===== src/inc/rea_pkg.sv =====
// package: register map, field positions, reset values and timing for the reactive energy block
package rea_pkg;
   // register addresses on the plain register port
   localparam logic [7:0] ADDR_WAVE_SEL   = 8'h0d;
   localparam logic [7:0] ADDR_NOLOAD_CFG = 8'h0e;
   localparam logic [7:0] ADDR_ACC_MODE   = 8'h0f;
   localparam logic [7:0] ADDR_IRQ_EN1    = 8'hd9;
   localparam logic [7:0] ADDR_IRQ_EN3    = 8'hdb;
   localparam logic [7:0] ADDR_IRQ_ST1    = 8'hdc;
   localparam logic [7:0] ADDR_ENERGY     = 8'h40;
   localparam logic [7:0] ADDR_ENERGY_RC  = 8'h41;
   localparam logic [7:0] ADDR_DIVISOR    = 8'h42;
   localparam logic [7:0] ADDR_GAIN       = 8'h43;
   localparam logic [7:0] ADDR_OFFSET     = 8'h44;
   localparam logic [7:0] ADDR_WAVE_DATA  = 8'h45;
   localparam logic [7:0] ADDR_WAVE_RATE  = 8'h46;

   // accumulation mode fields
   localparam int ACC_SIGN_DIR_BIT = 0;
   localparam int ACC_TAMPER_BIT   = 1;
   localparam int ACC_ABS_BIT      = 2;
   // no-load field position (two bits)
   localparam int NL_FIELD_LSB     = 2;
   // irq enable 3 waveform sampling enable
   localparam int EN3_WAVEFORM_SAMPLING_ENABLE_BIT     = 0;
   // status / enable one bit positions
   localparam int ST_SIGN_BIT      = 0;
   localparam int ST_NOLOAD_BIT    = 1;
   localparam int ST_HALF_POS_BIT  = 2;
   localparam int ST_HALF_NEG_BIT  = 3;
   localparam int ST_OVF_BIT       = 4;
   localparam int ST_UNF_BIT       = 5;
   localparam int ST_WAVE_BIT      = 6;

   // reset values
   localparam logic [7:0]  RST_BYTE   = 8'h00;
   localparam logic [11:0] RST_GAIN   = 12'h000;
   localparam logic [15:0] RST_OFFSET = 16'h0000;

   // accumulation widths
   localparam int ACC_W    = 49;
   localparam int ENERGY_W = 24;
   localparam int POWER_W  = 24;

   // one update every five master clocks
   localparam int          UPDATE_PERIOD = 5;
   localparam logic [2:0]  UPDATE_LAST   = 3'(UPDATE_PERIOD - 1);

   // no-load thresholds as fractions of a 24-bit full scale (parts-per-million scale)
   localparam logic [23:0] FULL_SCALE  = 24'h7F_FFFF;
   localparam logic [23:0] NL_THRESH_1 = 24'(64'h0000_0000_007F_FFFF * 150 / 1000000);
   localparam logic [23:0] NL_THRESH_2 = 24'(64'h0000_0000_007F_FFFF * 75 / 1000000);
   localparam logic [23:0] NL_THRESH_3 = 24'(64'h0000_0000_007F_FFFF * 37 / 1000000);

   // waveform rates: decimation of the update stream
   localparam logic [7:0]  WAVE_DIV_BASE = 8'h07;

   typedef enum logic [1:0] {
      ACC_SIGNED, ACC_TAMPER, ACC_ABSOLUTE
   } rea_mode_type;
endpackage


===== src/design/rea_energy_acc.sv =====
`timescale 1ns/1ps
// reactive power post-processing, energy accumulator and status registers
// How it works
// reactive power input is signed; positive for 0..+90 degrees, negative otherwise.
// direction bit clear: flag sign change from positive to negative.
// direction bit set: flag sign change from negative to positive.
// enabled sign flag drives interrupt until flag is cleared.
// below no-load threshold, no accumulation and no-load flag set.
// enabled no-load flag drives interrupt until software clears it.
// no-load field 00 off, 01/10/11 pick three decreasing thresholds.
// 49-bit signed accumulator; upper 24 bits form readable energy.
// one accumulation update every five master clocks.
// neither mode bit set: signed accumulation.
// both mode bits set: absolute mode wins.
// anti-tamper adds or subtracts by active power sign.
// absolute mode accumulates magnitude; both modes off after reset.
// divide by 8-bit divisor; zero behaves as one.
// read-to-clear read returns energy then clears upper 24 bits.
// energy wraps naturally at signed 24-bit limits.
// half-full both directions and overflow/underflow raise events.
// active-low pulse output follows gain-corrected power and mode.
// waveform samples at four selectable rates when enabled.
// after reset signed accumulation of reactive power alone.
// power scaled by one plus signed 12-bit gain over 4096.
// signed 16-bit offset added, 256 LSBs per waveform LSB.
// sign change compares each new sample sign with the previous.
// software clears flags and reads energy before it wraps.
module rea_energy_acc
   import rea_pkg::*;
(
   input  wire logic                 sys_clk,     // master clock, 25 MHz
   input  wire logic                 nrst,        // async reset, active low
   input  wire logic [7:0]           regAddr,     // register address
   input  wire logic [23:0]          regWdata,    // register write data
   input  wire logic                 regWr,       // write strobe
   input  wire logic                 regRd,       // read strobe
   output logic      [23:0]          regRdata,    // read data, cycle after strobe
   input  wire logic [POWER_W-1:0]   varPower,    // filtered reactive power, signed
   input  wire logic                 activeNeg,   // active power sign, 1 = negative
   output logic                      measIrq,     // measurement interrupt, active high
   output logic                      energyPulseN // reactive pulse output, active low
);
   import rea_pkg::*;

   // configuration and status
   logic [7:0]  waveSel_r, noLoadCfg_r, accumulation_mode_config_r, irqEn1_r, irqEn3_r, irqSt1_r;
   logic [7:0]  divisor_r, waveRate_r;
   logic [11:0] gain_r;
   logic [15:0] offset_r;
   logic [ACC_W-1:0] acc_r, acc_nxt;
   logic [2:0]  phase_r;
   logic        prevNeg_r;
   logic [7:0]  divCnt_r;
   logic [7:0]  waveCnt_r;
   logic [23:0] waveData_r;
   logic [23:0] rdata_r;

   // input sample re-registered on every clock, not held between updates
   logic [POWER_W-1:0] sample_r;
   logic               actNegS1_r, actNegS2_r;

   always_ff @(posedge sys_clk or negedge nrst) begin
      if (!nrst) begin
         sample_r   <= '0;
         actNegS1_r <= 1'b0;
         actNegS2_r <= 1'b0;
      end else begin
         sample_r   <= varPower;
         actNegS1_r <= activeNeg;
         actNegS2_r <= actNegS1_r;
      end
   end

   // update strobe every five clocks
   wire tick = (phase_r == UPDATE_LAST);

   // gain: p * (1 + g/4096) computed as p + (p*g)>>>12
   wire signed [POWER_W-1:0] pIn     = signed'(sample_r);
   wire signed [11:0]        gSigned = signed'(gain_r);
   wire signed [POWER_W+11:0] prod   = pIn * gSigned;
   wire signed [POWER_W+1:0] gained  = (POWER_W+2)'(pIn) + (POWER_W+2)'(prod >>> 12);
   // offset in 1/256 of a sample LSB: scale sample up by 8 bits first
   wire signed [POWER_W+9:0] withOfs = {gained, 8'h00}
                                     + (POWER_W+10)'(signed'(offset_r));
   wire signed [POWER_W+1:0] corr    = withOfs[POWER_W+9:8];
   wire                      corrNeg = corr[POWER_W+1];
   wire        [POWER_W+1:0] corrMag = corrNeg ? (POWER_W+2)'(-corr) : corr;

   // no-load threshold selection
   wire [1:0]  nlSel = noLoadCfg_r[NL_FIELD_LSB +: 2];
   wire [23:0] nlThresh = (nlSel == 2'b01) ? NL_THRESH_1 :
                          (nlSel == 2'b10) ? NL_THRESH_2 : NL_THRESH_3;
   wire noLoad = (nlSel != 2'b00) && (corrMag < {2'b00, nlThresh});

   // mode decode; absolute has priority when both are set
   wire modeAbs    = accumulation_mode_config_r[ACC_ABS_BIT];
   wire modeTamper = accumulation_mode_config_r[ACC_TAMPER_BIT] && !modeAbs;
   rea_mode_type mode;
   assign mode = modeAbs ? ACC_ABSOLUTE : (modeTamper ? ACC_TAMPER : ACC_SIGNED);

   // divider: the step is taken only on every divisor-th tick (0 acts as 1)
   wire [7:0] divLimit = (divisor_r == 8'h00) ? 8'h01 : divisor_r;
   wire       divHit   = (divCnt_r + 8'h01 >= divLimit);

   // signed step according to mode
   logic signed [POWER_W+1:0] step;
   always_comb begin
      case (mode)
         ACC_SIGNED:   step = corr;
         ACC_TAMPER:   step = actNegS2_r ? (POWER_W+2)'(-corr) : corr;
         ACC_ABSOLUTE: step = signed'(corrMag);
         default:      step = corr;
      endcase
   end

   wire doAcc = tick && divHit && !noLoad;
   wire [ACC_W-1:0] stepExt = ACC_W'(step);
   wire [ACC_W-1:0] accSum  = acc_r + stepExt;

   // energy view and its boundary crossings
   wire [ENERGY_W-1:0] eOld = acc_r[ACC_W-1 -: ENERGY_W];
   wire [ENERGY_W-1:0] eNew = accSum[ACC_W-1 -: ENERGY_W];
   wire stepPos  = !step[POWER_W+1];
   wire ovfEv    = doAcc && stepPos && !eOld[23] && eNew[23];
   wire unfEv    = doAcc && !stepPos && eOld[23] && !eNew[23];
   wire halfPos  = doAcc && !eOld[22] && eNew[22] && !eNew[23];
   wire halfNeg  = doAcc && eOld[22] && !eNew[22] && eNew[23];

   // sign change on the update stream
   wire curNeg   = corrNeg;
   wire signEv   = tick && (accumulation_mode_config_r[ACC_SIGN_DIR_BIT] ? (prevNeg_r && !curNeg)
                                                         : (!prevNeg_r && curNeg));

   // waveform decimation: rate code 0..3 sets a limit of 1,2,4,8 x base, one sample per limit+1 updates
   wire [7:0] waveLimit = WAVE_DIV_BASE << waveRate_r[1:0];
   wire       waveOn    = irqEn3_r[EN3_WAVEFORM_SAMPLING_ENABLE_BIT];
   wire       waveEv    = waveOn && tick && (waveCnt_r >= waveLimit);

   // register decode
   wire wrWave  = regWr && (regAddr == ADDR_WAVE_SEL);
   wire wrNl    = regWr && (regAddr == ADDR_NOLOAD_CFG);
   wire wrMode  = regWr && (regAddr == ADDR_ACC_MODE);
   wire wrEn1   = regWr && (regAddr == ADDR_IRQ_EN1);
   wire wrEn3   = regWr && (regAddr == ADDR_IRQ_EN3);
   wire wrSt1   = regWr && (regAddr == ADDR_IRQ_ST1);
   wire wrDiv   = regWr && (regAddr == ADDR_DIVISOR);
   wire wrGain  = regWr && (regAddr == ADDR_GAIN);
   wire wrOfs   = regWr && (regAddr == ADDR_OFFSET);
   wire wrRate  = regWr && (regAddr == ADDR_WAVE_RATE);
   wire rdClear = regRd && (regAddr == ADDR_ENERGY_RC);

   // event vector; hardware set beats a same-cycle write-one clear
   wire [7:0] setVec = {1'b0, waveEv, unfEv, ovfEv, halfNeg, halfPos, noLoad && tick, signEv};
   wire [7:0] clrVec = wrSt1 ? regWdata[7:0] : 8'h00;

   always_comb begin
      acc_nxt = acc_r;
      if (rdClear) begin
         // clear upper bits; a same-cycle step keeps only its fraction
         acc_nxt = {{ENERGY_W{1'b0}}, (doAcc ? accSum[ACC_W-ENERGY_W-1:0]
                                             : acc_r[ACC_W-ENERGY_W-1:0])};
      end else if (doAcc) begin
         acc_nxt = accSum;
      end
   end

   always_ff @(posedge sys_clk or negedge nrst) begin
      if (!nrst) begin
         phase_r   <= 3'h0;
         divCnt_r  <= 8'h00;
         prevNeg_r <= 1'b0;
         waveCnt_r <= 8'h00;
         acc_r     <= '0;
      end else begin
         phase_r <= tick ? 3'h0 : phase_r + 3'h1;
         if (tick) begin
            divCnt_r  <= divHit ? 8'h00 : divCnt_r + 8'h01;
            prevNeg_r <= curNeg;
            waveCnt_r <= (waveCnt_r >= waveLimit) ? 8'h00 : waveCnt_r + 8'h01;
         end
         acc_r <= acc_nxt;
      end
   end

   always_ff @(posedge sys_clk or negedge nrst) begin
      if (!nrst) begin
         waveSel_r   <= RST_BYTE;
         noLoadCfg_r <= RST_BYTE;
         accumulation_mode_config_r   <= RST_BYTE;
         irqEn1_r    <= RST_BYTE;
         irqEn3_r    <= RST_BYTE;
         irqSt1_r    <= RST_BYTE;
         divisor_r   <= RST_BYTE;
         waveRate_r  <= RST_BYTE;
         gain_r      <= RST_GAIN;
         offset_r    <= RST_OFFSET;
         waveData_r  <= 24'h00_0000;
      end else begin
         if (wrWave) waveSel_r   <= regWdata[7:0];
         if (wrNl)   noLoadCfg_r <= regWdata[7:0];
         if (wrMode) accumulation_mode_config_r   <= regWdata[7:0];
         if (wrEn1)  irqEn1_r    <= regWdata[7:0];
         if (wrEn3)  irqEn3_r    <= regWdata[7:0];
         if (wrDiv)  divisor_r   <= regWdata[7:0];
         if (wrRate) waveRate_r  <= regWdata[7:0];
         if (wrGain) gain_r      <= regWdata[11:0];
         if (wrOfs)  offset_r    <= regWdata[15:0];
         irqSt1_r <= (irqSt1_r & ~clrVec) | setVec;
         if (waveEv) waveData_r <= corr[POWER_W-1:0];
      end
   end

   // flag stays high until cleared, so the interrupt follows it
   assign measIrq = |(irqSt1_r & irqEn1_r);

   // read mux, registered for the one-cycle read latency
   logic [23:0] rdMux;
   always_comb begin
      case (regAddr)
         ADDR_WAVE_SEL:   rdMux = {16'h0000, waveSel_r};
         ADDR_NOLOAD_CFG: rdMux = {16'h0000, noLoadCfg_r};
         ADDR_ACC_MODE:   rdMux = {16'h0000, accumulation_mode_config_r};
         ADDR_IRQ_EN1:    rdMux = {16'h0000, irqEn1_r};
         ADDR_IRQ_EN3:    rdMux = {16'h0000, irqEn3_r};
         ADDR_IRQ_ST1:    rdMux = {16'h0000, irqSt1_r};
         ADDR_ENERGY:     rdMux = eOld;
         ADDR_ENERGY_RC:  rdMux = eOld;
         ADDR_DIVISOR:    rdMux = {16'h0000, divisor_r};
         ADDR_GAIN:       rdMux = {12'h000, gain_r};
         ADDR_OFFSET:     rdMux = {8'h00, offset_r};
         ADDR_WAVE_DATA:  rdMux = waveData_r;
         ADDR_WAVE_RATE:  rdMux = {16'h0000, waveRate_r};
         default:         rdMux = 24'h00_0000;
      endcase
   end

   always_ff @(posedge sys_clk or negedge nrst) begin
      if (!nrst) rdata_r <= 24'h00_0000;
      else if (regRd) rdata_r <= rdMux;
      else rdata_r <= 24'h00_0000;
   end
   assign regRdata = rdata_r;

   // pulse path sees the same gated, mode-shaped step as the accumulator
   rea_pulse_gen u_pulse (
      .sys_clk   (sys_clk),
      .nrst      (nrst),
      .stepValid (doAcc),
      .stepMag   (step[POWER_W+1] ? POWER_W'(-step) : step[POWER_W-1:0]),
      .pulseN    (energyPulseN)
   );
endmodule


===== src/design/rea_pulse_gen.sv =====
`timescale 1ns/1ps
// energy-to-pulse converter: active-low pulse whose rate follows accumulated magnitude
module rea_pulse_gen
   import rea_pkg::*;
(
   input  wire logic                 sys_clk,   // master clock
   input  wire logic                 nrst,      // async reset, active low
   input  wire logic                 stepValid, // one accumulation step
   input  wire logic [POWER_W-1:0]   stepMag,   // magnitude of the step
   output logic                      pulseN     // active-low pulse output
);
   import rea_pkg::*;

   logic [POWER_W+7:0] bucket_r;
   logic [3:0]         width_r;
   wire  [POWER_W+8:0] bucketSum = {1'b0, bucket_r} + {9'h0_00, stepMag};
   wire                fire      = stepValid && bucketSum[POWER_W+8];

   always_ff @(posedge sys_clk or negedge nrst) begin
      if (!nrst) begin
         bucket_r <= '0;
         width_r  <= 4'h0;
      end else begin
         if (stepValid) bucket_r <= bucketSum[POWER_W+7:0];
         if (fire) width_r <= 4'hF;
         else if (width_r != 4'h0) width_r <= width_r - 4'h1;
      end
   end

   // held low for a fixed width so an LED sees it
   assign pulseN = (width_r == 4'h0);
endmodule


===== config.mk =====
export PLATFORM = sky130hd
export DESIGN_NAME = rea_energy_acc
export DESIGN_NICKNAME = d
export VERILOG_FILES = /design/src/inc/rea_pkg.sv /design/src/design/rea_energy_acc.sv /design/src/design/rea_pulse_gen.sv
export SDC_FILE = /design/constraint.sdc
export NUM_CORES = 1
export LEC_CHECK = 0
export ABC_AREA = 1
export BUFFER_PORTS_ARGS = -buffer_cell sky130_fd_sc_hd__buf_2
export CAP_MARGIN = 30
export CORE_UTILIZATION = 50
export DETAILED_ROUTE_END_ITERATION = 7
export PLACE_DENSITY = 0.71
export SETUP_SLACK_MARGIN = 0.05
export SYNTH_ARGS = -nofsm -noshare
export SYNTH_HDL_FRONTEND = slang
export SYNTH_HIERARCHICAL = 1
export SYNTH_SLANG_ARGS = --single-unit
export TNS_END_PERCENT = 20

===== constraint.sdc =====
create_clock -name sys_clk -period 12.2 [get_ports sys_clk]
set_input_delay 0 -clock sys_clk [delete_from_list [all_inputs] [get_ports sys_clk]]
set_output_delay 0 -clock sys_clk [all_outputs]
set_load 0.005 [all_outputs]

======== After elaboration in Yosys (flattened, before gate mapping) ========
Index checks and enable logic that the tools add are counted.
word-level totals
  flip-flop bits (word level) ............. 271
  input port bits ......................... 61
  output and inout bits ................... 26
  logic and storage cells ................. 132
cells by class
  add/sub/neg operators ................... 10
  multipliers ............................. 1
  magnitude comparators ................... 3
  eq/ne operators ......................... 18
  shift-type cells ........................ 1
  mux-type cells .......................... 21
  bitwise operators ....................... 4
  reduce and logical (&&, ||, !) cells .... 51
operators by type and width
  cell                                                             number
  24-bit one-hot mux with 12 select lines                          1
  49-bit 2-to-1 mux                                                2
  8-bit by 7-bit == test with 1-bit output, second input constant  7
  26-bit 2-to-1 mux                                                2
  26-bit one-hot mux with 2 select lines                           1
  49-bit adder                                                     1
  24-bit 2-to-1 mux                                                2
  24-bit by 12-bit multiplier with 36-bit output                   1
  33-bit by 16-bit adder with 34-bit output                        1
  1-bit logical AND                                                34
  32-bit by 24-bit adder with 33-bit output                        1
  8-bit 2-to-1 mux                                                 4
  26-bit by 11-bit < comparator with 1-bit output                  1
  26-bit negation                                                  1
  24-bit by 24-bit adder with 25-bit output                        1
  25-bit 2-to-1 mux                                                1
  8-bit by 4-bit == test with 1-bit output, second input constant  3
  8-bit == test, second input constant                             3
  24-bit negation                                                  1
  8-bit by 1-bit adder with 8-bit output, second input constant    2
  8-bit AND                                                        2
  8-bit >= comparator                                              2
  11-bit 2-to-1 mux                                                1
  10-bit 2-to-1 mux                                                1
  19 further kinds                                                 33

======== Logic depth before layout (Yosys ltp) ========
  depth after elaboration ................. 13
  gate-level depth with buffers ........... 73
  depth with buffers taken out ............ 70

======== Hierarchy ========
The synthesis kept the hierarchy.
modules (own cells, without submodules)
  module          instances  cells an instance  area each (µm²)  sequential area each (µm²)
  rea_energy_acc  1          3861               28277.1          5880.6
  rea_pulse_gen   1          557                3432.0           900.9

======== Least setup slack after synthesis ========
Ideal clock, no wire load.
  path type ............................... register to register
  start ................................... reg gain_r[5], in the netlist gSigned[5]
  end ..................................... reg irqSt1_r[2]
  setup time .............................. 121 ps
  data arrival time ....................... 11895 ps
  required time ........................... 12079 ps
  setup slack ............................. 184 ps
  stages on the path, launching flop included .. 70
  path buffers ............................ 5
  clock period less this slack ............ 12016 ps
  cell sequence ........................... dfrtp_1 clkbuf_1 clkbuf_1 nand2_1 fa_1 fa_1 fa_1 inv_1 fa_1 fa_1 ha_1 nand2_1 or2_2 nand2_1 nor2_1 o21ai_0 a21oi_1 o21ai_0 (+34 left out) nand2_1 inv_1 clkbuf_1 ha_1 nand2_1 nor2_1 inv_1 nor2_1 nand2_1 o21ai_0 nand2_1 nand2_1 nand2_1 a21oi_1 xnor2_1 nor2_1 nand4_1 nand2_1
between the ends
  word-level cells in the longest chain between the ends .. 13
  elaborated cells between the ends (all ways) .. 17
  classes of those cells .................. add/sub: 4; mul: 1; order compare: 1; mux: 3; bitwise: 1; reduce/logical: 7
RTL lines
  what                                                  line                   source
  start, declared                                       rea_energy_acc.sv:48   logic [11:0] gain_r;
  start signal, assigned                                rea_energy_acc.sv:206  if (wrGain) gain_r <= regWdata[11:0];
  24-bit by 12-bit multiplier with 36-bit output (*)    rea_energy_acc.sv:80   wire signed [POWER_W+11:0] prod = pIn * gSigned;
  24-bit by 24-bit adder with 25-bit output (*)         rea_energy_acc.sv:81   wire signed [POWER_W+1:0] gained = (POWER_W+2)'(pIn) + (POWER_W+2)'(prod >>> 12);
  33-bit by 16-bit adder with 34-bit output (*)         rea_energy_acc.sv:84   + (POWER_W+10)'(signed'(offset_r));
  via withOfs[33]                                       rea_energy_acc.sv:83   wire signed [POWER_W+9:0] withOfs = {gained, 8'h00}
  branches (longest 8 deep; another with 49-bit adder)  --
  1-bit logical AND (*)                                 rea_energy_acc.sv:126  wire halfPos = doAcc && !eOld[22] && eNew[22] && !eNew[23];
  8-bit by 7-bit bitwise OR with 8-bit output (*)       rea_energy_acc.sv:208  irqSt1_r <= (irqSt1_r & ~clrVec) | setVec;
  end signal, assigned                                  rea_energy_acc.sv:208
  end, declared                                         rea_energy_acc.sv:46   logic [7:0] waveSel_r, noLoadCfg_r, accumulation_mode_config_r, irqEn1_r, irqEn3_r, irqSt1_r;
Mark *: on every way through the listed nets, which the timed path passes.
A chain may end at the register's enable or synchronous reset.

======== Worst setup path in the final report ========
  start ................................... reg gain_r[0], in the netlist gSigned[0]
  end ..................................... reg u_pulse.bucket_r[28]
between the ends
  word-level cells in the longest chain between the ends .. 9
  elaborated cells between the ends (all ways) .. 14
  classes of those cells .................. add/sub: 5; mul: 1; order compare: 1; mux: 4; reduce/logical: 3
RTL lines
  what                                                                                                              line                                          source
  24-bit by 12-bit multiplier with 36-bit output (*)                                                                rea_energy_acc.sv:80
  24-bit by 24-bit adder with 25-bit output (*)                                                                     rea_energy_acc.sv:81
  33-bit by 16-bit adder with 34-bit output (*)                                                                     rea_energy_acc.sv:84
  26-bit negation                                                                                                   rea_energy_acc.sv:87, rea_energy_acc.sv:110
  26-bit 2-to-1 mux (on tied branches)                                                                              rea_energy_acc.sv:87, rea_energy_acc.sv:110
  26-bit one-hot mux with 2 select lines / 26-bit by 11-bit < comparator with 1-bit output (equally long branches)  rea_energy_acc.sv:108, rea_energy_acc.sv:93
  24-bit negation / 1-bit logical AND (equally long branches)                                                       rea_energy_acc.sv:249, rea_energy_acc.sv:93
  24-bit 2-to-1 mux / 1-bit logical NOT (equally long branches)                                                     rea_energy_acc.sv:249, rea_energy_acc.sv:116
  32-bit by 24-bit adder with 33-bit output / 1-bit logical AND (equally long branches)                             rea_pulse_gen.sv:16, rea_energy_acc.sv:116
  end signal, assigned                                                                                              rea_pulse_gen.sv:24                           if (stepValid) bucket_r <= bucketSum[POWER_W+7:0];
  end, declared                                                                                                     rea_pulse_gen.sv:14                           logic [POWER_W+7:0] bucket_r;
Every way passes the cells marked *; elsewhere a longest branch is shown, timed or not.

==> results.cfg <==
[status]
outcome = finished, final reports clean

[global_route]
overall_global_routing_usage_pct = 27.9
overall_overflow_remaining_after_global_route = 0
grt_max_degree = 159
wire_length_of_the_first_global_routing_pass_um = 144000
grt_pass1_vias = 27900
grt_antenna_before_repair = 0

[placed_design]
numPortBuffers = 78
routabilityCongestion = 0.989
dpl.hpwl_um = 69500

[finish]
area.growth.synth_to_final_pct = 11.9
final_net_count = 5109
drive_gt1_share_pct = 9.81
most_frequent_standard_cell_in_the_layout_excluding_fill_and_tap_cells = sky130_fd_sc_hd__nand2_1
antenna_cells = 0
leading_cell_types_in_the_layout_fill_and_taps_excluded = sky130_fd_sc_hd__nand2_1, sky130_fd_sc_hd__inv_1, sky130_fd_sc_hd__fa_1

[flow_run]
maxCapViolCount = 0

[synth]
synth_fp_nets = 4975
synth.cell_area_sq_um = 31700
synth-edff-count = 0
ys_ff_latch = 271
postSynth.asyncResetShare_pct = 100
yosys_warnings = 6
synth-seq-area-share_pct = 21.4
synthesized_netlist_cell_count = 4418
yosysUniqueCellTypes = 66
top_ff_cell_synth = sky130_fd_sc_hd__dfrtp_1
synth_area_per_cell_sq_um = 7.18

[critical_path]
worst_setup_start_kind = register
timing.critical_path.required_ps = 12640
crit_path_max_fanout = 20
worstSetupEndpointType = register
ff2ff_setup_slack_ps = 780
cp_slowest_stage_delay_ps = 550
cp_common_cell = sky130_fd_sc_hd__nand2_1
cp.arrival_ps = 11860
crit_path_top_delay_cell = sky130_fd_sc_hd__dfrtp_1
timing_worst_setup_path_type = register to register

[clock_tree]
cts.sink_count = 271
cts_buffer_depth = 3
clkSlewWorstSetupHoldPaths_ps = 50
tritoncts.num_buffers = 36
cts_htree_levels = 2
worst_skew_pair.late_latency_ps = 590
clock_tree.root_cell = sky130_fd_sc_hd__clkbuf_16
tritoncts_clock_tree = yes

[drt]
drt_pass1_iterations = 6
vias = 28700
finalWirelength_um = 88200
vias_per_cell = 5.31
postRouteAntennaNets = 0
drt_drc_violations_left = 0
detail_routed_net_length_per_standard_cell_um = 16.3
initialDrtViolationCount = 2499

[sta]
final-hold-violation-count = 0
rsz_0062_raised_after_global_routing = no
setup_violations = 0
maxSlewHeadroom_pct = 35.5
worstMarginPinSlew_ps = 967
maxSlewViolCount = 0
achievable-frequency_mhz = 87.6
clock-skew-final_ps = 41.3
layout_worst_path_cycle_share_pct = 93.6
finalWorstPathRequiredPeriod_ps = 11420
setup_tns_ps = 0

[die]
initial_utilization_pct = 51.0
die_area_sq_um = 64400
top_level_ports = 87
std_cell_rows = 91
core_sq_um = 62200
die_h_um = 254
die-width_um = 254

[min_path]
min-delay-path-class = primary input to register
-- registers in the layout, indices dropped and copies added (netlist names), 12 cells and up --
signal,count
regRdata,24
u_pulse/bucket_r,32
waveData_r,24
acc_r,49
gSigned,12
offset_r,16
pIn,24
-- metal layers --
layer	up-vias	GRT usage (%)	wire [um]
met3	153	3.69	5630
li1	14200	-	-
met2	856	45.9	40800
met1	13600	37.8	39000
met5	-	0	0
met4	0	9.28	2720
-- per-stage QoR --
step                hold slack, ps  area [sq um]  setup WS (ps)  cells  utilization, %
floorplan                     -296         31700            184   4418               -
global placement               107         33200            193   5283            53.4
detailed placement             109         33300           25.6   5289            53.5
CTS                           3.22         34900            105   5393            56.2
global route                  22.4         35500           3.30   5415            57.1
finish                        6.93         35500            784   5415            57.1
-- cell families (layout without fill, tap and decap cells) --
| logic type | count (synthesis) | count (layout) | synth area share, % |
|---|---|---|---|
| and+or+nand+nor | 1969 | 1969 | 26.6 |
| buffers and inverters | 934 | 1094 | 11.4 |
| AOI/OAI and AO/OA | 602 | 602 | 10.8 |
| adders and majority gates | 496 | 496 | 25.7 |
| DFF | 271 | 271 | 21.4 |
| xor gates and xnor gates | 142 | 142 | 3.95 |
| muxes | 4 | 4 | 0.142 |
-- path summary, 6_finish.rpt --
path | endpoint | start | cells past startpoint
max in group asynchronous | u_pulse/bucket_r[21] | nrst | 3
min in group asynchronous | divCnt_r[5] | nrst | 2
worst max-delay path | u_pulse/bucket_r[28] | gSigned[0] | 65
worst min register to register | actNegS2_r | actNegS1_r | 0
worst max register to register | u_pulse/bucket_r[28] | gSigned[0] | 65
worst min-delay path | gSigned[5] | regWdata[5] | 3
-- worst max-delay path: cells and delay by family (launching register included) --
kind / cells / cell delay, ps
xor gates and xnor gates: 3 / 510
and+or+nand+nor: 34 / 4180
adders and majority gates: 10 / 4060
DFF: 1 / 550
buffers and inverters: 10 / 980
AOI/OAI and AO/OA: 8 / 1000
-- layout make-up --
type / count / area (sq um)
clock inverter: 17 / 215
sequential: 271 / 6810
multi-input combinational: 3213 / 21600
tap: 837 / 1050
timing repair buffer: 218 / 1710
fill: 5866 / 26700
inverter: 812 / 3050
clock buffer: 47 / 1010
-- cell usage after synthesis, drive strengths merged, types with 11 or more instances --
cell | instances | share of area, %
o21ai | 268 | 4.4
xor2 | 84 | 2.3
a22oi | 12 | 0.28
clkbuf | 99 | 1.2
o21a | 16 | 0.38
nor3 | 53 | 0.92
a21oi | 198 | 3.1
nand3 | 254 | 4.4
nor2 | 267 | 3.5
a221oi | 20 | 0.55
or2 | 18 | 0.36
dfrtp | 271 | 21
a31oi | 20 | 0.39
inv | 809 | 9.6
buf | 23 | 0.62
nand3b | 11 | 0.26
nand2 | 1287 | 16
nand4 | 62 | 1.2
xnor2 | 58 | 1.6
ha | 236 | 9.3
fa | 260 | 16
-- timing repair --
action,in CTS,in global routing
setup endpoints to repair,9,90
buffers inserted,0,21
gates resized for setup,1,117
hold buffers,40,0
pin swaps,0,18
hold endpoints to repair,189,0
Power is not shown: default switching activity piles up to over one toggle a cycle in this logic, so the estimate is an artifact.
